[config.mk]
export PLATFORM = sky130hd
export DESIGN_NAME = port_timer
export DESIGN_NICKNAME = d
export VERILOG_FILES = /design/src/common/port_timer_pkg.sv /design/src/core/port_timer.sv
export SDC_FILE = /design/constraint.sdc
export NUM_CORES = 1
export LEC_CHECK = 0
export BUFFER_PORTS_ARGS = -buffer_cell sky130_fd_sc_hd__buf_2
export CORE_MARGIN = 2
export CORE_UTILIZATION = 50
export CTS_CLUSTER_DIAMETER = 100
export DETAILED_ROUTE_END_ITERATION = 8
export PLACE_DENSITY_LB_ADDON = 0.05
export SYNTH_ARGS = -nofsm -noshare
export SYNTH_HDL_FRONTEND = slang
export SYNTH_SLANG_ARGS = --single-unit
[constraint.sdc]
create_clock -name ref_clk -period 7.59 [get_ports ref_clk]
set_input_delay 2.277 -clock ref_clk [delete_from_list [all_inputs] [get_ports ref_clk]]
set_output_delay 2.277 -clock ref_clk [all_outputs]
set_load 0.1 [all_outputs]
[src/common/port_timer_pkg.sv]
/*
  Shared constants and carriers for the parallel port, handshake and interval timer block.
  Assumes an 8-bit processor bus with four register-select lines and one system clock.
*/
package port_timer_pkg;

  // ----------------------------------------------------------------------
  // Register select codes
  // ----------------------------------------------------------------------
  localparam logic [3:0] RS_PORT_B    = 4'h0;
  localparam logic [3:0] RS_PORT_A    = 4'h1;
  localparam logic [3:0] RS_DIR_B     = 4'h2;
  localparam logic [3:0] RS_DIR_A     = 4'h3;
  localparam logic [3:0] RS_T1_CNT_LO = 4'h4;
  localparam logic [3:0] RS_T1_CNT_HI = 4'h5;
  localparam logic [3:0] RS_T1_LAT_LO = 4'h6;
  localparam logic [3:0] RS_T1_LAT_HI = 4'h7;
  localparam logic [3:0] RS_AUX       = 4'hB;
  localparam logic [3:0] RS_PCR       = 4'hC;
  localparam logic [3:0] RS_FLAGS     = 4'hD;
  localparam logic [3:0] RS_ENABLE    = 4'hE;
  localparam logic [3:0] RS_PORT_A_NH = 4'hF;

  // ----------------------------------------------------------------------
  // Field positions
  // ----------------------------------------------------------------------
  localparam int AUX_A_LATCH  = 0;
  localparam int AUX_FREE_RUN = 6;
  localparam int AUX_TIMER_PIN = 7;
  localparam int PCR_A_EDGE   = 0;
  localparam int PCR_A_MODE   = 1;
  localparam int PCR_B_EDGE   = 4;
  localparam int PCR_B_MODE   = 5;
  localparam int FLAG_A_CTRL  = 1;
  localparam int FLAG_B_CTRL  = 4;
  localparam int FLAG_TIMER   = 6;
  localparam int FLAG_ANY     = 7;
  localparam int ENABLE_SET   = 7;
  localparam int TOP_BIT      = 7;

  // Control-output modes, three bits each
  localparam logic [2:0] CTRL_HANDSHAKE = 3'h4;
  localparam logic [2:0] CTRL_PULSE     = 3'h5;
  localparam logic [2:0] CTRL_LOW       = 3'h6;
  localparam logic [2:0] CTRL_HIGH      = 3'h7;

  localparam logic [15:0] COUNT_ONE = 16'h0001;

  // ----------------------------------------------------------------------
  // Carriers
  // ----------------------------------------------------------------------
  typedef struct packed {
    logic       sel;
    logic       rd;
    logic [3:0] rs;
    logic [7:0] wdata;
  } bus_req_t;

  typedef struct packed {
    logic [7:0]  out_a;
    logic [7:0]  out_b;
    logic [7:0]  dir_a;
    logic [7:0]  dir_b;
    logic [7:0]  aux;
    logic [7:0]  peripheral_control;
    logic [6:0]  ien;
    logic [6:0]  flags;
    logic [15:0] t_latch;
    logic [15:0] t_cnt;
    logic        t_armed;
    logic        t_out;
    logic        a_hs;
    logic        b_hs;
    logic        a_pulse;
    logic        b_pulse;
    logic        a_prev;
    logic        b_prev;
    logic [7:0]  rdata;
    logic        rd_oe;
  } state_t;

endpackage

[src/core/port_timer.sv]
/*
  Two 8-bit peripheral ports with direction control, read/write handshake on the control lines,
  a capture FIFO for latched port A data, and a 16-bit interval timer with one-shot and
  free-running modes driving the top port B pin.
  Assumes all inputs are synchronous to ref_clk and that a selected bus cycle lasts one clock.
*/
// Contract
// - Reading either port puts its input register value on the data bus.
// - With latching off, port A reads return live pin levels.
// - With latching on, active control edge captures port A pins and holds them.
// - Once every queued capture is read, port A reads follow the pins again.
// - Port B output bits read back the stored output register bit.
// - Port A output bits read back the sensed pin level.
// - Output register writes on input bits are stored but never drive pins.
// - Port B handshakes writes only; port A handshakes reads and writes.
// - Read handshake on port A: data ready in, data taken out.
// - A data-ready edge sets a pollable flag that may raise interrupt.
// - Data taken is pulse or level; read lowers it, next edge raises it.
// - Timer: two 8-bit latches feed a 16-bit counter decrementing every clock.
// - Low counter write stores low latch; high write loads latch and counter.
// - Counting starts the clock after the high counter write.
// - One-shot mode flags once at zero, then stays quiet until rewritten.
// - One-shot with pin output: pin low after load, high at zero.
// - Timer flag clears on high counter write or low counter read.
// - Free-run: at zero set flag, toggle pin, reload all 16 bits.
// - Free-run flag re-arms itself; flag register write also clears it.
// - Each high counter write restarts the period, so rewrites prevent time-out.
// - Latch-only writes leave the running count alone, shaping next period.
// - Top port B pin carries timer output only when its direction and aux bit set.
// - Interrupt output pulls low while any enabled flag is set.
// - Reset clears all but timer latches and counter, sets timer and handshake outputs high; pins input, interrupts off.
`timescale 1ns/100ps

// ------------------------------------------------------------------------
// Capture FIFO
// ------------------------------------------------------------------------
module capture_fifo #(
  parameter int WIDTH = 8,
  parameter int DEPTH = 4
) (
  // Clock and reset
  input  wire logic             ref_clk,
  input  wire logic             reset_n,
  // Filling side
  input  wire logic             in_valid,
  output logic                  in_ready,
  input  wire logic [WIDTH-1:0] in_data,
  // Draining side
  output logic                  out_valid,
  input  wire logic             out_ready,
  output logic [WIDTH-1:0]      out_data
);
  localparam int AW = $clog2(DEPTH);

  typedef struct packed {
    logic [AW-1:0] wr_ptr;
    logic [AW-1:0] rd_ptr;
    logic [AW:0]   count;
  } fifo_state_t;

  fifo_state_t      st_q;
  fifo_state_t      st_d;
  logic [WIDTH-1:0] mem [DEPTH];
  logic             push;
  logic             pop;

  // Honest flags straight from the occupancy count
  assign in_ready  = (st_q.count != (AW+1)'(DEPTH));
  assign out_valid = (st_q.count != '0);
  assign out_data  = mem[st_q.rd_ptr];
  assign push      = in_valid & in_ready;
  assign pop       = out_valid & out_ready;

  // Pointer and count update
  always_comb begin
    st_d = st_q;
    if (push) begin
      st_d.wr_ptr = st_q.wr_ptr + AW'(1);
    end
    if (pop) begin
      st_d.rd_ptr = st_q.rd_ptr + AW'(1);
    end
    st_d.count = st_q.count + (AW+1)'(push) - (AW+1)'(pop);
  end

  always_ff @(posedge ref_clk) begin
    st_q <= reset_n ? st_d : '0;
  end

  // Storage needs no reset; occupancy decides what is visible
  always_ff @(posedge ref_clk) begin
    if (push) begin
      mem[st_q.wr_ptr] <= in_data;
    end
  end
endmodule

// ------------------------------------------------------------------------
// Port, handshake and timer top
// ------------------------------------------------------------------------
module port_timer #(
  parameter int FIFO_DEPTH = 4
) (
  // Clock and reset
  input  wire logic       ref_clk,
  input  wire logic       reset_n,
  // Processor bus
  input  wire logic       select_high,
  input  wire logic       select_low_n,
  input  wire logic       read_not_write,
  input  wire logic [3:0] register_select,
  input  wire logic [7:0] data_in,
  output logic [7:0]      data_out,
  output logic            data_oe,
  output logic            irq_n_out,
  output logic            irq_oe,
  // Port A
  input  wire logic [7:0] port_a_pins_in,
  output logic [7:0]      port_a_pins_out,
  output logic [7:0]      port_a_pins_oe,
  input  wire logic       a_ctrl_in,
  output logic            a_ctrl_out,
  output logic            a_capture_ready,
  // Port B
  input  wire logic [7:0] port_b_pins_in,
  output logic [7:0]      port_b_pins_out,
  output logic [7:0]      port_b_pins_oe,
  input  wire logic       b_ctrl_in,
  output logic            b_ctrl_out
);

  // ----------------------------------------------------------------------
  // Declarations
  // ----------------------------------------------------------------------
  port_timer_pkg::state_t   st_q;
  port_timer_pkg::state_t   st_d;
  port_timer_pkg::bus_req_t req;
  logic                     wr_en;
  logic                     rd_en;
  logic                     wr_hi;
  logic                     a_edge;
  logic                     b_edge;
  logic                     timeout;
  logic                     free_run;
  logic                     irq_any;
  logic                     a_latch_on;
  logic                     a_port_rd;
  logic [7:0]               a_read_val;
  logic [7:0]               b_read_val;
  logic [2:0]               a_mode;
  logic [2:0]               b_mode;
  logic                     fifo_in_valid;
  logic                     fifo_in_ready;
  logic                     fifo_out_valid;
  logic                     fifo_pop;
  logic [7:0]               fifo_out_data;

  // ----------------------------------------------------------------------
  // Bus decode
  // ----------------------------------------------------------------------
  // Both selects must agree; an access lasts exactly one sampled edge
  assign req   = '{sel:   select_high & ~select_low_n,
                   rd:    read_not_write,
                   rs:    register_select,
                   wdata: data_in};
  assign wr_en = req.sel & ~req.rd;
  assign rd_en = req.sel & req.rd;
  assign wr_hi = wr_en & (req.rs == port_timer_pkg::RS_T1_CNT_HI);

  // ----------------------------------------------------------------------
  // Control line edges and modes
  // ----------------------------------------------------------------------
  // Edge select bit set means rising; previous sample resets low, so a
  // line idling high cannot fake a falling edge just after reset
  assign a_edge = st_q.peripheral_control[port_timer_pkg::PCR_A_EDGE] ? (a_ctrl_in & ~st_q.a_prev)
                                                       : (~a_ctrl_in & st_q.a_prev);
  assign b_edge = st_q.peripheral_control[port_timer_pkg::PCR_B_EDGE] ? (b_ctrl_in & ~st_q.b_prev)
                                                       : (~b_ctrl_in & st_q.b_prev);
  assign a_mode = st_q.peripheral_control[port_timer_pkg::PCR_A_MODE +: 3];
  assign b_mode = st_q.peripheral_control[port_timer_pkg::PCR_B_MODE +: 3];

  // Timer state seen by the update logic
  assign free_run = st_q.aux[port_timer_pkg::AUX_FREE_RUN];
  assign timeout  = st_q.t_armed & (st_q.t_cnt == '0);

  // ----------------------------------------------------------------------
  // Port A capture queue
  // ----------------------------------------------------------------------
  // A slow reader would lose samples with a single latch; the queue keeps
  // up to its depth, and a full queue drops further captures
  assign a_latch_on    = st_q.aux[port_timer_pkg::AUX_A_LATCH];
  assign fifo_in_valid = a_edge & a_latch_on;
  assign a_port_rd     = rd_en & ((req.rs == port_timer_pkg::RS_PORT_A) |
                                  (req.rs == port_timer_pkg::RS_PORT_A_NH));
  assign fifo_pop      = a_port_rd & a_latch_on & fifo_out_valid;

  capture_fifo #(
    .WIDTH (8),
    .DEPTH (FIFO_DEPTH)
  ) i_capture_fifo (
    .ref_clk   (ref_clk),
    .reset_n   (reset_n),
    .in_valid  (fifo_in_valid),
    .in_ready  (fifo_in_ready),
    .in_data   (port_a_pins_in),
    .out_valid (fifo_out_valid),
    .out_ready (fifo_pop),
    .out_data  (fifo_out_data)
  );

  assign a_capture_ready = fifo_out_valid;

  // Held sample while latching is on and one is queued, live pins otherwise
  assign a_read_val = (a_latch_on & fifo_out_valid) ? fifo_out_data
                                                    : port_a_pins_in;

  // ----------------------------------------------------------------------
  // Pin drive and port B read-back, per bit
  // ----------------------------------------------------------------------
  for (genvar i = 0; i < 8; i++) begin : g_pins
    assign port_a_pins_out[i] = st_q.out_a[i];
    assign port_a_pins_oe[i]  = st_q.dir_a[i];
    assign port_b_pins_oe[i]  = st_q.dir_b[i];
    assign b_read_val[i]      = st_q.dir_b[i] ? st_q.out_b[i] : port_b_pins_in[i];
    if (i == port_timer_pkg::TOP_BIT) begin : g_top
      // Timer takes the pin only when both enables agree
      assign port_b_pins_out[i] = (st_q.dir_b[i] & st_q.aux[port_timer_pkg::AUX_TIMER_PIN])
                                  ? st_q.t_out : st_q.out_b[i];
    end else begin : g_plain
      assign port_b_pins_out[i] = st_q.out_b[i];
    end
  end

  // ----------------------------------------------------------------------
  // Bus and interrupt outputs
  // ----------------------------------------------------------------------
  assign data_out  = st_q.rdata;
  assign data_oe   = st_q.rd_oe;
  // Open drain: only ever pulls low, enable carries the request
  assign irq_any   = |(st_q.flags & st_q.ien);
  assign irq_n_out = 1'b0;
  assign irq_oe    = irq_any;

  // ----------------------------------------------------------------------
  // Control line outputs
  // ----------------------------------------------------------------------
  // Input modes leave the line idling high
  always_comb begin
    case (a_mode)
      port_timer_pkg::CTRL_HANDSHAKE: begin
        a_ctrl_out = st_q.a_hs;
      end
      port_timer_pkg::CTRL_PULSE: begin
        a_ctrl_out = ~st_q.a_pulse;
      end
      port_timer_pkg::CTRL_LOW: begin
        a_ctrl_out = 1'b0;
      end
      port_timer_pkg::CTRL_HIGH: begin
        a_ctrl_out = 1'b1;
      end
      default: begin
        a_ctrl_out = 1'b1;
      end
    endcase
  end

  // Port B only ever announces data, never takes it
  always_comb begin
    case (b_mode)
      port_timer_pkg::CTRL_HANDSHAKE: begin
        b_ctrl_out = st_q.b_hs;
      end
      port_timer_pkg::CTRL_PULSE: begin
        b_ctrl_out = ~st_q.b_pulse;
      end
      port_timer_pkg::CTRL_LOW: begin
        b_ctrl_out = 1'b0;
      end
      port_timer_pkg::CTRL_HIGH: begin
        b_ctrl_out = 1'b1;
      end
      default: begin
        b_ctrl_out = 1'b1;
      end
    endcase
  end

  // ----------------------------------------------------------------------
  // Next state
  // ----------------------------------------------------------------------
  // Order matters: reads and writes clear first, events set last, so a
  // flag event in the same cycle as its clear is never lost
  always_comb begin
    st_d         = st_q;
    st_d.a_prev  = a_ctrl_in;
    st_d.b_prev  = b_ctrl_in;
    st_d.a_pulse = 1'b0;
    st_d.b_pulse = 1'b0;
    st_d.rd_oe   = rd_en;
    st_d.t_cnt   = st_q.t_cnt - port_timer_pkg::COUNT_ONE;

    // Time-out; a high counter write below overrides the reload
    if (timeout) begin
      if (free_run) begin
        st_d.t_out = ~st_q.t_out;
        st_d.t_cnt = st_q.t_latch;
      end else begin
        st_d.t_armed = 1'b0;
        st_d.t_out   = 1'b1;
      end
    end

    // Reads: capture data and apply read side effects
    if (rd_en) begin
      case (req.rs)
        port_timer_pkg::RS_PORT_B: begin
          st_d.rdata = b_read_val;
          st_d.flags[port_timer_pkg::FLAG_B_CTRL] = 1'b0;
        end
        port_timer_pkg::RS_PORT_A: begin
          st_d.rdata = a_read_val;
          st_d.flags[port_timer_pkg::FLAG_A_CTRL] = 1'b0;
          if (a_mode == port_timer_pkg::CTRL_HANDSHAKE) begin
            st_d.a_hs = 1'b0;
          end
          st_d.a_pulse = (a_mode == port_timer_pkg::CTRL_PULSE);
        end
        port_timer_pkg::RS_PORT_A_NH: begin
          st_d.rdata = a_read_val;
        end
        port_timer_pkg::RS_DIR_B: begin
          st_d.rdata = st_q.dir_b;
        end
        port_timer_pkg::RS_DIR_A: begin
          st_d.rdata = st_q.dir_a;
        end
        port_timer_pkg::RS_T1_CNT_LO: begin
          st_d.rdata = st_q.t_cnt[7:0];
          st_d.flags[port_timer_pkg::FLAG_TIMER] = 1'b0;
        end
        port_timer_pkg::RS_T1_CNT_HI: begin
          st_d.rdata = st_q.t_cnt[15:8];
        end
        port_timer_pkg::RS_T1_LAT_LO: begin
          st_d.rdata = st_q.t_latch[7:0];
        end
        port_timer_pkg::RS_T1_LAT_HI: begin
          st_d.rdata = st_q.t_latch[15:8];
        end
        port_timer_pkg::RS_AUX: begin
          st_d.rdata = st_q.aux;
        end
        port_timer_pkg::RS_PCR: begin
          st_d.rdata = st_q.peripheral_control;
        end
        port_timer_pkg::RS_FLAGS: begin
          st_d.rdata = {irq_any, st_q.flags};
        end
        port_timer_pkg::RS_ENABLE: begin
          st_d.rdata = {1'b1, st_q.ien};
        end
        default: begin
          st_d.rdata = '0;
        end
      endcase
    end

    // Writes
    if (wr_en) begin
      case (req.rs)
        port_timer_pkg::RS_PORT_B: begin
          st_d.out_b = req.wdata;
          st_d.flags[port_timer_pkg::FLAG_B_CTRL] = 1'b0;
          if (b_mode == port_timer_pkg::CTRL_HANDSHAKE) begin
            st_d.b_hs = 1'b0;
          end
          st_d.b_pulse = (b_mode == port_timer_pkg::CTRL_PULSE);
        end
        port_timer_pkg::RS_PORT_A: begin
          st_d.out_a = req.wdata;
          st_d.flags[port_timer_pkg::FLAG_A_CTRL] = 1'b0;
          if (a_mode == port_timer_pkg::CTRL_HANDSHAKE) begin
            st_d.a_hs = 1'b0;
          end
          st_d.a_pulse = (a_mode == port_timer_pkg::CTRL_PULSE);
        end
        port_timer_pkg::RS_PORT_A_NH: begin
          st_d.out_a = req.wdata;
        end
        port_timer_pkg::RS_DIR_B: begin
          st_d.dir_b = req.wdata;
        end
        port_timer_pkg::RS_DIR_A: begin
          st_d.dir_a = req.wdata;
        end
        port_timer_pkg::RS_T1_CNT_LO, port_timer_pkg::RS_T1_LAT_LO: begin
          st_d.t_latch[7:0] = req.wdata;
        end
        port_timer_pkg::RS_T1_CNT_HI: begin
          // Restart: supersedes a time-out's reload and pin change in this cycle, though its flag still sets
          st_d.t_latch[15:8] = req.wdata;
          st_d.t_cnt         = {req.wdata, st_q.t_latch[7:0]};
          st_d.t_armed       = 1'b1;
          st_d.t_out         = 1'b0;
          st_d.flags[port_timer_pkg::FLAG_TIMER] = 1'b0;
        end
        port_timer_pkg::RS_T1_LAT_HI: begin
          st_d.t_latch[15:8] = req.wdata;
        end
        port_timer_pkg::RS_AUX: begin
          st_d.aux = req.wdata;
        end
        port_timer_pkg::RS_PCR: begin
          st_d.peripheral_control = req.wdata;
        end
        port_timer_pkg::RS_FLAGS: begin
          st_d.flags = st_q.flags & ~req.wdata[6:0];
        end
        port_timer_pkg::RS_ENABLE: begin
          if (req.wdata[port_timer_pkg::ENABLE_SET]) begin
            st_d.ien = st_q.ien | req.wdata[6:0];
          end else begin
            st_d.ien = st_q.ien & ~req.wdata[6:0];
          end
        end
        default: begin
        end
      endcase
    end

    // Events set their flags last so that they win over clears
    if (timeout) begin
      st_d.flags[port_timer_pkg::FLAG_TIMER] = 1'b1;
    end
    if (a_edge) begin
      st_d.flags[port_timer_pkg::FLAG_A_CTRL] = 1'b1;
      st_d.a_hs = 1'b1;
    end
    if (b_edge) begin
      st_d.flags[port_timer_pkg::FLAG_B_CTRL] = 1'b1;
      st_d.b_hs = 1'b1;
    end

    // Reset keeps the timer latch and count; outputs idle high, pins input
    if (!reset_n) begin
      st_d         = '0;
      st_d.t_latch = st_q.t_latch;
      st_d.t_cnt   = st_q.t_cnt;
      st_d.t_out   = 1'b1;
      st_d.a_hs    = 1'b1;
      st_d.b_hs    = 1'b1;
    end
  end

  // State register
  always_ff @(posedge ref_clk) begin
    st_q <= st_d;
  end

  // ----------------------------------------------------------------------
  // Assertions
  // ----------------------------------------------------------------------
  a_high_write_load: assert property (@(posedge ref_clk) disable iff (!reset_n)
    wr_hi |=> (st_q.t_cnt[15:8] == $past(data_in)))
    else $error("high counter write did not load the count");

  a_count_step: assert property (@(posedge ref_clk) disable iff (!reset_n)
    (st_q.t_armed && !wr_hi && (st_q.t_cnt != '0))
    |=> (st_q.t_cnt == $past(st_q.t_cnt) - port_timer_pkg::COUNT_ONE))
    else $error("armed count did not step down by one");

  a_timeout_flag: assert property (@(posedge ref_clk) disable iff (!reset_n)
    timeout |=> st_q.flags[port_timer_pkg::FLAG_TIMER])
    else $error("time-out did not set the timer flag");

  a_oneshot_pin_low: assert property (@(posedge ref_clk) disable iff (!reset_n)
    wr_hi |=> !st_q.t_out)
    else $error("timer output not low after high counter write");

  a_oneshot_disarm: assert property (@(posedge ref_clk) disable iff (!reset_n)
    (timeout && !free_run && !wr_hi) |=> !st_q.t_armed)
    else $error("one-shot timer still armed after time-out");

  a_free_run_reload: assert property (@(posedge ref_clk) disable iff (!reset_n)
    (timeout && free_run && !wr_hi) |=> (st_q.t_cnt == $past(st_q.t_latch)))
    else $error("free-running timer did not reload from the latch");

  a_read_clears_flag: assert property (@(posedge ref_clk) disable iff (!reset_n)
    (rd_en && (req.rs == port_timer_pkg::RS_PORT_A) && !a_edge)
    |=> !st_q.flags[port_timer_pkg::FLAG_A_CTRL])
    else $error("port A read left the control flag set");

  // Main scenarios worth seeing at least once
  c_capture_push: cover property (@(posedge ref_clk) disable iff (!reset_n)
    fifo_in_valid && fifo_in_ready);
  c_oneshot_timeout: cover property (@(posedge ref_clk) disable iff (!reset_n)
    timeout && !free_run);
  c_free_run_reload: cover property (@(posedge ref_clk) disable iff (!reset_n)
    timeout && free_run);
  c_capture_full: cover property (@(posedge ref_clk) disable iff (!reset_n)
    !fifo_in_ready);
endmodule

==> metrics, run 1 <==
startpoint class of the critical path=primary input; sinks on the clock net=152; outcome=complete, no violations; weighted congestion reported at the end of routability-driven placement=0.948; Synth warnings=0; Setup Fix Bufs, Post-CTS=0; pin count of the biggest net entering global routing=56; Post-Synthesis Mean Instance Area=10.5 sq um; Setup Crit Path Kind=in2reg; clock latency at the later pin of the worst-skew pair=430 ps; initial antenna violation count=0; synthesis-to-layout area growth=9.96%; cell with the largest stage delay on the worst path=sky130_fd_sc_hd__buf_2; grt ovf=0; maximum buffer depth of the clock tree=2; initial cell density of the core=50.9%; Final #Nets=802; highest attainable clock frequency=222 MHz; final HPWL from detailed placement=16900 um; critical path's largest stage delay=520 ps; number of hold-repair buffers added at the cts stage=0; CP Capture Type=flip-flop; Rel. slew slack=21.5%; CTS root buf=sky130_fd_sc_hd__clkbuf_16; cell area after synthesis=7710 sq um; drt first-iter violations=670; final-report setup violation count=0; utilization after layout=56.0%; top routing layer in use=met4; top cells by area, synth=sky130_fd_sc_hd__edfxtp_1 (25%), sky130_fd_sc_hd__dfxtp_1 (23%), sky130_fd_sc_hd__mux2i_1 (7.1%); hold violation total from the final report=0; antenna violation net count after detailed routing=0; WHS=456 ps; number of register bits inferred by synthesis=152; average wire per standard cell=24.3 um; number of clock buffers inserted by TritonCTS=17; EDFF count, synth=64; fraction of synthesized cell area taken by the top area cell type=24.9%; Pins Over Slew Limit=0; Resized Gates After CTS=0; Die Height=128 um; worst IR drop on VDD=0.145 mV; Synth cell types=66; worst path arrival time=4820 ps; Async S/R FF share, synth=0%; cell type with the highest aggregate area in the netlist=sky130_fd_sc_hd__edfxtp_1; total of max-cap violations=0; number of iterations in the first detailed-routing pass=7; met2 layer wire length in the routed design=10200 um; required time of the worst setup path=7910 ps; htree depth=4; part of the cycle the worst path needs=59.2%; final wirelength=23300 um; number of antenna cells inserted=0; Fin Setup TNS=0 ps; vias per std cell=6.12; share of cells above drive strength 1=19.6%; CTS tree=done; gate family responsible for the most delay along the worst path=adder cells; via count of the routed design=5868; clock-pin slew reported for the worst setup and hold paths after clock tree synthesis=60 ps; worst path bufs/invs=3; top-level I/O count=81; area of the core=15100 sq um; dominant synthesized flop cell=sky130_fd_sc_hd__dfxtp_1; count of input and output buffers=79; setup repair after global routing missed its margin=no; vias in the first global route=5701; proportion of synthesized chip area in sequential cells=47.8%; GRT Total Usage=28.9%; width of the die=128 um; Synthesized Nets=780; wire length the detailed router placed on met1=10700 um; slew of the pin with the lowest slew margin=1170 ps; Max FO, Critical Path=32; Clock Skew=9.26 ps; wire length of the first global-routing pass=34700 um; cells along the critical path=buf_2 > or3_1 > a21oi_1 > buf_4 > and2_1 > ha_1 > inv_1 > ha_1 > fa_1 > xor2_1 > xnor2_1 > and2_1; library cell with the highest instance count after synthesis=sky130_fd_sc_hd__dfxtp_1; synthesized netlist cell count=736; met3 wire length=1520 um; Total Power Consumption=0.00183 W; class of the tightest hold or removal check=reg2reg; P_leak=3.20 nW; leading cell types by count after synthesis=sky130_fd_sc_hd__dfxtp_1 (88), sky130_fd_sc_hd__nand2_1 (73), sky130_fd_sc_hd__edfxtp_1 (64), sky130_fd_sc_hd__mux2i_1 (55), sky130_fd_sc_hd__nor2b_1 (47); row count=45; residual DRC count=0; Die Outline Area=16400 sq um; time the worst path needs with I/O delays and setup=4500 ps; cell area power density=216 nW/um^2
per-stage QoR:
stage / cells / cell area (sq um) / worst slack (ps)
floorplan: 736 / 7710 / 2970
global route: 959 / 8480 / 2890
CTS: 959 / 8480 / 3120
detailed placement: 927 / 7920 / 2670
finish: 959 / 8480 / 3090
global placement: 927 / 7920 / 2740
state kept, by name, summed over array words and instances (netlist names), named ones only:
name                 count
b_mode                   3
a_latch_on               1
port_a_pins_out          8
a_mode                   3
i_capture_fifo.mem      32
i_capture_fifo.st_q      7
port_a_pins_oe           8
data_oe                  1
port_b_pins_oe           8
free_run                 1
data_out                 8
port_b_pins_out          7
st_q                    56
path summary, 6_finish.rpt:
check                                             from                      to  slack, ps  cells past startpoint
worst max register to register  i_capture_fifo.st_q[2]  i_capture_fifo.st_q[2]       5010                     11
worst max-delay path                register_select[3]  i_capture_fifo.st_q[2]       3090                     12
worst min-delay path                          st_q[54]                st_q[54]        460                      2
worst min register to register                st_q[54]                st_q[54]        460                      2
power by group:
group / switching, W / internal [W]
Clock: 0.000360 / 0.000458
Sequential: 0.0000179 / 0.000864
Combinational: 0.0000920 / 0.0000431
Total: 0.000470 / 0.00136
per-layer routing:
| layer | vias to the layer above | GRT usage [%] |
|---|---|---|
| met5 | - | 0 |
| met2 | 255 | 43.2 |
| li1 | 2703 | - |
| met4 | 0 | 12.1 |
| met1 | 2866 | 41.4 |
| met3 | 44 | 5.13 |
logic make-up (layout without fill, tap and decap cells):
kind of cell | count (synthesis) | in the layout | synth area share (%)
AOI/OAI and AO/OA | 131 | 131 | 12.6
muxes | 80 | 80 | 12.1
other | 1 | 1 | 0.0486
and+or+nand+nor | 247 | 247 | 17.0
xor gates and xnor gates | 17 | 17 | 1.93
buffers and inverters | 99 | 134 | 7.06
DFF | 152 | 152 | 47.8
adders and majority gates | 9 | 9 | 1.56
worst reg2reg max path: stages (launching register included):
cell	delay, ps
sky130_fd_sc_hd__dfxtp_1	360
sky130_fd_sc_hd__o31ai_2	240
sky130_fd_sc_hd__buf_4	220
sky130_fd_sc_hd__nor2_1	70
sky130_fd_sc_hd__and2_1	210
sky130_fd_sc_hd__ha_1	280
sky130_fd_sc_hd__inv_1	40
sky130_fd_sc_hd__ha_1	190
sky130_fd_sc_hd__fa_1	420
sky130_fd_sc_hd__xor2_1	190
sky130_fd_sc_hd__xnor2_1	120
sky130_fd_sc_hd__and2_1	150
layout by cell type (no fill, tap or decap), types with 3 or more instances in the layout:
master	n
sky130_fd_sc_hd__a311oi_1	6
sky130_fd_sc_hd__clkinvlp_4	3
sky130_fd_sc_hd__o22ai_1	3
sky130_fd_sc_hd__inv_6	4
sky130_fd_sc_hd__mux2_2	15
sky130_fd_sc_hd__a21oi_1	20
sky130_fd_sc_hd__nor2_1	26
sky130_fd_sc_hd__and2_1	17
sky130_fd_sc_hd__edfxtp_1	64
sky130_fd_sc_hd__nand2_1	73
sky130_fd_sc_hd__a32o_1	6
sky130_fd_sc_hd__nand3_1	39
sky130_fd_sc_hd__dfxtp_1	88
sky130_fd_sc_hd__nor2b_1	47
sky130_fd_sc_hd__a22o_1	5
sky130_fd_sc_hd__mux2i_1	55
sky130_fd_sc_hd__a21boi_0	27
sky130_fd_sc_hd__buf_2	79
sky130_fd_sc_hd__a221oi_1	7
sky130_fd_sc_hd__a211oi_1	3
sky130_fd_sc_hd__ha_1	8
sky130_fd_sc_hd__clkbuf_16	17
sky130_fd_sc_hd__nor3_1	9
sky130_fd_sc_hd__clkinv_4	4
sky130_fd_sc_hd__buf_4	6
sky130_fd_sc_hd__a222oi_1	3
sky130_fd_sc_hd__nand4_1	7
sky130_fd_sc_hd__inv_1	17
sky130_fd_sc_hd__xnor2_1	14
sky130_fd_sc_hd__mux4_2	8
sky130_fd_sc_hd__xor2_1	3
sky130_fd_sc_hd__a32oi_1	4
sky130_fd_sc_hd__a22oi_1	11
sky130_fd_sc_hd__o21ai_0	16
sky130_fd_sc_hd__nand3b_1	3
sky130_fd_sc_hd__and3_1	6
final cells by class:
| cell class | instances | area (sq um) |
|---|---|---|
| tap | 188 | 235 |
| sequential | 152 | 3680 |
| clock inverter | 14 | 138 |
| clock buffer | 18 | 429 |
| inverter | 17 | 63.8 |
| multi-input combinational | 485 | 3490 |
| fill | 1328 | 6660 |
| timing repair buffer | 85 | 440 |
Note: power is estimated with default switching activity, not from simulation.
==> run 2: changes to the inputs <==
- clock period: 7.59 -> 3.74 ns (I/O delays scaled with it)
==> run 2 against run 1 <==
Net effect:
- sequential power grew 100%
- clock-buffer cell count shrank 1
- register-to-register slack lost 3800 ps
- critical path depth shrank 1
- sequential share of layout area shrank 0.73 points
- hold slack gained 3.3 ps
- first-iteration DRC count shrank 14%
- highest routed layer unchanged
- non-clock buffer count grew 16
- die area is the same
- utilization grew 0.96 points
- combinational power grew 110%
==> metrics, run 2 (same netlist as run 1, synthesis figures left out) <==
outcome=complete, no violations; initial antenna violation count=0; layout filler cell count=1346; cell area power density=439 nW/um^2; number of antenna cells inserted=0; registers with the most flip-flops=st_q (56), i_capture_fifo.mem (32); startpoint class of the critical path=primary input; htree depth=4; row count=45; utilization after layout=57.0%; part of the cycle the worst path needs=80.3%; final wirelength=23800 um; count of input and output buffers=79; CTS tree=done; top-level I/O count=81; grt ovf=0; worst IR drop on VDD=0.291 mV; number of flip-flops under the largest register name=56; commonest non-fill, non-tap cells in the layout=sky130_fd_sc_hd__dfxtp_1 (88), sky130_fd_sc_hd__buf_2 (79), sky130_fd_sc_hd__nand2_1 (73), sky130_fd_sc_hd__edfxtp_1 (64), sky130_fd_sc_hd__mux2i_1 (55); GRT Total Usage=29.6%; weighted congestion reported at the end of routability-driven placement=0.921; CTS root buf=sky130_fd_sc_hd__clkbuf_16; most common cell after layout, fill and taps aside=sky130_fd_sc_hd__dfxtp_1; share of cells above drive strength 1=21.5%; Setup Crit Path Kind=in2reg; Pins Over Slew Limit=0; initial cell density of the core=50.9%; synthesis-to-layout area growth=11.8%; final HPWL from detailed placement=17200 um; Max FO, Critical Path=3; required time of the worst setup path=4070 ps; Final #Nets=818; class of the tightest hold or removal check=reg2reg; cell with the largest stage delay on the worst path=sky130_fd_sc_hd__fa_1; area of the core=15100 sq um; number of clock buffers inserted by TritonCTS=17; cells along the critical path=buf_2 > or3_1 > a21oi_1 > and2_1 > ha_1 > inv_1 > ha_1 > fa_1 > xor2_1 > xnor2_1 > and2_1; Die Height=128 um; Fin Setup TNS=0 ps; maximum buffer depth of the clock tree=2; CP Capture Type=flip-flop; antenna violation net count after detailed routing=0; worst path arrival time=3330 ps; critical path's largest stage delay=420 ps; vias per std cell=6.05; drt first-iter violations=577; FF+latch area=3680 sq um; vias in the first global route=5582; Rel. slew slack=57.6%; Resized Gates After CTS=0; pin count of the biggest net entering global routing=58; setup repair after global routing missed its margin=no; top register by number of flip-flops=st_q; clock latency at the later pin of the worst-skew pair=440 ps; width of the die=128 um; total of max-cap violations=0; Setup Fix Bufs, Post-CTS=0; area of combinational cells with multiple inputs=3490 sq um; wire length of the first global-routing pass=35100 um; sinks on the clock net=152; average wire per standard cell=24.4 um; slew of the pin with the lowest slew margin=635 ps; Clock Skew=8.38 ps; clock-pin slew reported for the worst setup and hold paths after clock tree synthesis=70 ps; Die Outline Area=16400 sq um; highest attainable clock frequency=333 MHz; time the worst path needs with I/O delays and setup=3000 ps; hold violation total from the final report=0; residual DRC count=0; P_leak=3.30 nW; number of hold-repair buffers added at the cts stage=0; number of iterations in the first detailed-routing pass=6; via count of the routed design=5900; final-report setup violation count=0; Total Power Consumption=0.00379 W
## run 2: final timing paths
path	slack [ps]	cells past startpoint	endpoint	start
setup / recovery	740	11	i_capture_fifo.st_q[2]	register_select[2]
hold / removal	460	2	st_q[49]	st_q[49]
setup reg to reg	1160	11	i_capture_fifo.st_q[2]	i_capture_fifo.st_q[2]
hold reg to reg	460	2	st_q[49]	st_q[49]
## run 2: critical path, delay by kind of cell
kind	cells	cell delay (ps)
adders and majority gates	3	760
and+or+nand+nor	3	710
xor gates and xnor gates	2	300
AOI/OAI and AO/OA	1	280
buffers and inverters	2	160
## run 2: report_power, final
part           switching [W]  internal (W)
clock network       0.000813      0.000898
registers          0.0000371       0.00175
logic               0.000192     0.0000940
## run 2: final cells by class
type	instances	share of cell area, %
Inverter	17	0.740
Sequential cell	152	42.7
Multi-Input combinational cell	485	40.5
Clock inverter	15	1.93
Tap cell	188	2.73
Timing Repair Buffer	101	6.50
Clock buffer	17	4.93
## run 2: metrics by stage
stage	cells	worst slack (ps)	hold WS [ps]	cell area, sq um
2_1_floorplan	736	271	425	7710
3_3_place_gp	943	326	439	8040
3_5_place_dp	943	312	443	8040
4_1_cts	975	740	456	8630
5_1_grt	975	687	486	8630
6_report	975	739	459	8630
## run 2: layer usage
metal	global-route usage, %	share of wire (%)
met2	44.3	45
met5	0	0
met1	41.8	45
met3	6.43	7.3
met4	11.5	2.8
==> run 3: changes to the inputs <==
- ABC_AREA: unset -> 1
- clock period: 3.74 -> 2.7 ns (I/O delays scaled with it)
==> run 3 against run 2 <==
Net effect:
- sequential share of layout area down 0.58 points
- utilization up 0.78 points
- combinational power up 41%
- critical path depth down 8
- first-iteration DRC count up 4.2%
- critical path type is now reg2out
==> metrics, run 3 <==
required time of the worst setup path=1890 ps; GRT Total Usage=27.9%; width of the die=128 um; registers with the most flip-flops=st_q (56), i_capture_fifo.mem (32); average wire per standard cell=17.3 um; Async S/R FF share, synth=0%; commonest non-fill, non-tap cells in the layout=sky130_fd_sc_hd__nand2_1 (243), sky130_fd_sc_hd__nor2_1 (146), sky130_fd_sc_hd__nand3_1 (98), sky130_fd_sc_hd__inv_1 (91), sky130_fd_sc_hd__dfxtp_1 (88); Resized Gates After CTS=0; Synth Area in Adders=1.56%; number of register bits inferred by synthesis=152; final setup margin=160 ps; clock latency at the later pin of the worst-skew pair=430 ps; Die Outline Area=16400 sq um; placement-stage worst setup slack=-155 ps; final wirelength=22200 um; setup repair after global routing missed its margin=no; number of iterations in the first detailed-routing pass=5; antenna violation net count after detailed routing=0; top register by number of flip-flops=st_q; post-route insts no fill=1278; post-route design area=8750 sq um; post-synthesis mux area share=0%; library cell with the highest instance count after synthesis=sky130_fd_sc_hd__nand2_1; top cells by area, synth=sky130_fd_sc_hd__edfxtp_1 (25%), sky130_fd_sc_hd__dfxtp_1 (23%), sky130_fd_sc_hd__nand2_1 (12%); highest attainable clock frequency=394 MHz; launch point of the critical path=b_mode[2]; time the worst path needs with I/O delays and setup=2540 ps; Synth warnings=0; Final #Nets=1121; EDFF count, synth=64; number of clock buffers inserted by TritonCTS=17; area of combinational cells with multiple inputs=3220 sq um; leading cell types by count after synthesis=sky130_fd_sc_hd__nand2_1 (244), sky130_fd_sc_hd__nor2_1 (146), sky130_fd_sc_hd__nand3_1 (98), sky130_fd_sc_hd__inv_1 (91), sky130_fd_sc_hd__dfxtp_1 (88); residual DRC count=0; number of hold-repair buffers added at the cts stage=0; cell area power density=590 nW/um^2; initial antenna violation count=0; main combinational cell family by area after synthesis=simple AND/OR/NAND/NOR gates; drt first-iter violations=601; area of the core=15100 sq um; cell total after placement=1246; cells along the critical path=nand3_1 > o2111ai_2 > buf_2; maximum buffer depth of the clock tree=2; grt ovf=0; final HPWL from detailed placement=15800 um; Setup Crit Path Kind=reg2out; fraction of the mapped netlist area in compound gates=9.95%; class of the tightest hold or removal check=reg2reg; cell type with the highest aggregate area in the netlist=sky130_fd_sc_hd__edfxtp_1; weighted congestion reported at the end of routability-driven placement=0.957; worst path bufs/invs=1; total of max-cap violations=0; row count=45; critical path depth in cells=3; Total Power Consumption=0.00516 W; cell with the largest stage delay on the worst path=sky130_fd_sc_hd__dfxtp_1; Switching Share=25.0%; P_leak=3.88 nW; net load switching power=0.00129 W; Clock Skew=9.60 ps; FF-to-FF setup slack=450 ps; utilization after layout=57.7%; layout filler cell count=1411; vias in the first global route=6246; outcome=complete, no violations; part of the cycle the worst path needs=94.1%; vias per std cell=5.36; synthesis-to-layout area growth=13.4%; synthesized-area fraction occupied by and/or/nand/nor cells=29.0%; dominant synthesized flop cell=sky130_fd_sc_hd__dfxtp_1; depth of the worst register-to-register path=10; startpoint class of the critical path=flip-flop; Crit Reg-Reg Startpoint=i_capture_fifo.st_q[1]; FF+latch area=3680 sq um; CTS root buf=sky130_fd_sc_hd__clkbuf_16; proportion of synthesized chip area in sequential cells=47.8%; final-report setup violation count=0; combinational group share of total power=7.8%; wire length of the first global-routing pass=34500 um; worst path arrival time=1730 ps; internal power=0.00387 W; synthesized netlist cell count=1014; most common cell after layout, fill and taps aside=sky130_fd_sc_hd__nand2_1; hold violation total from the final report=0; Synthesized Nets=1058; via count of the routed design=6851; top-level I/O count=81; sinks on the clock net=152; clock-pin slew reported for the worst setup and hold paths after clock tree synthesis=60 ps; Rel. slew slack=48.0%; cell area after synthesis=7710 sq um; critical path's largest stage delay=460 ps; CP Capture Type=output port; Die Height=128 um; count of input and output buffers=79; worst IR drop on VDD=0.456 mV; parity-gate share of the synthesized area counting xor and xnor cells=1.02%; end point of the critical path=b_ctrl_out; initial cell density of the core=50.9%; register share of total power=47.9%; number of antenna cells inserted=0; Setup Fix Bufs, Post-CTS=0; pin count of the biggest net entering global routing=84; gate family responsible for the most delay along the worst path=flip-flops; number of flip-flops under the largest register name=56; Post-Synthesis Mean Instance Area=7.60 sq um; fraction of synthesized cell area taken by the top area cell type=24.9%; relative contribution of the clock network to total power=44.3%; Synth cell types=38; htree depth=4; share of cells above drive strength 1=16.3%; CTS tree=done; slew of the pin with the lowest slew margin=774 ps; Max FO, Critical Path=6; R2R Path End=i_capture_fifo.st_q[2]; Pins Over Slew Limit=0; instance area at placement=8190 sq um
run 3: changes by cell type after synthesis, sizes merged, moves of 11 or more:
cell	before	now
a21oi	20	46
a22oi	11	0
nor2	26	157
mux2	17	0
inv	17	96
nor2b	47	0
nand3	40	98
o21ai	16	89
mux2i	55	0
and2	18	0
a21boi	27	1
nand2	73	250
xnor2	14	3
run 3: worst min-delay path by stage:
stage / to / cells after the start / slack (ps) / from
4_1_cts: data_out[6] / 2 / 460 / data_out[6]
5_1_grt: data_out[3] / 2 / 490 / data_out[3]
6_report: data_out[3] / 2 / 460 / data_out[3]
2_1_floorplan: st_q[13] / 2 / 430 / st_q[13]
3_3_place_gp: st_q[13] / 2 / 450 / st_q[13]
3_5_place_dp: st_q[13] / 2 / 450 / st_q[13]
run 3: per-stage QoR:
step           setup TNS, ps  hold slack [ps]
2_1_floorplan          -26.4              430
3_3_place_gp           -86.5              446
3_5_place_dp            -155              451
4_1_cts                    0              465
5_1_grt                    0              492
6_report                   0              463
run 3: logic make-up after synthesis:
kind of cell	count (synthesis)
XOR/XNOR	9
flip-flops	152
other	1
AO/OA/AOI/OAI	146
adder cells (fa/ha/maj)	9
AND/OR/NAND/NOR	527
buffers and inverters	170
run 3: power groups by stage:
stage / registers (W) / clock network [W] / logic (W)
floorplan: 0.00251 / 0 / 0.000252
global placement: 0.00252 / 0 / 0.000394
detailed placement: 0.00252 / 0 / 0.000397
CTS: 0.00247 / 0.00232 / 0.000399
global route: 0.00247 / 0.00241 / 0.000438
finish: 0.00247 / 0.00229 / 0.000403
run 3: metal layers:
layer  up-vias  routed length [um]  global-route usage (%)  share of wire [%]
li1       3378                   -                       -                  -
met1      3162                9900                    38.6                 45
met2       277               10100                    44.1                 46
met3        34                1730                    6.05                7.8
met4         0                 410                    8.66                1.8
met5         -                   0                       0                  0
run 3: cell type report:
cell class                      instances  area share, %
Clock inverter                          9           1.03
Inverter                              100           4.31
Multi-Input combinational cell        692           36.8
Timing Repair Buffer                  114           7.67
Tap cell                              188           2.69
Sequential cell                       152           42.1
Clock buffer                           23           5.36
run 3: tightest hold or removal path: stages, from the launching register on:
cell and delay [ps]:
sky130_fd_sc_hd__dfxtp_1 310, sky130_fd_sc_hd__nand2_1 60, sky130_fd_sc_hd__a21oi_1 50
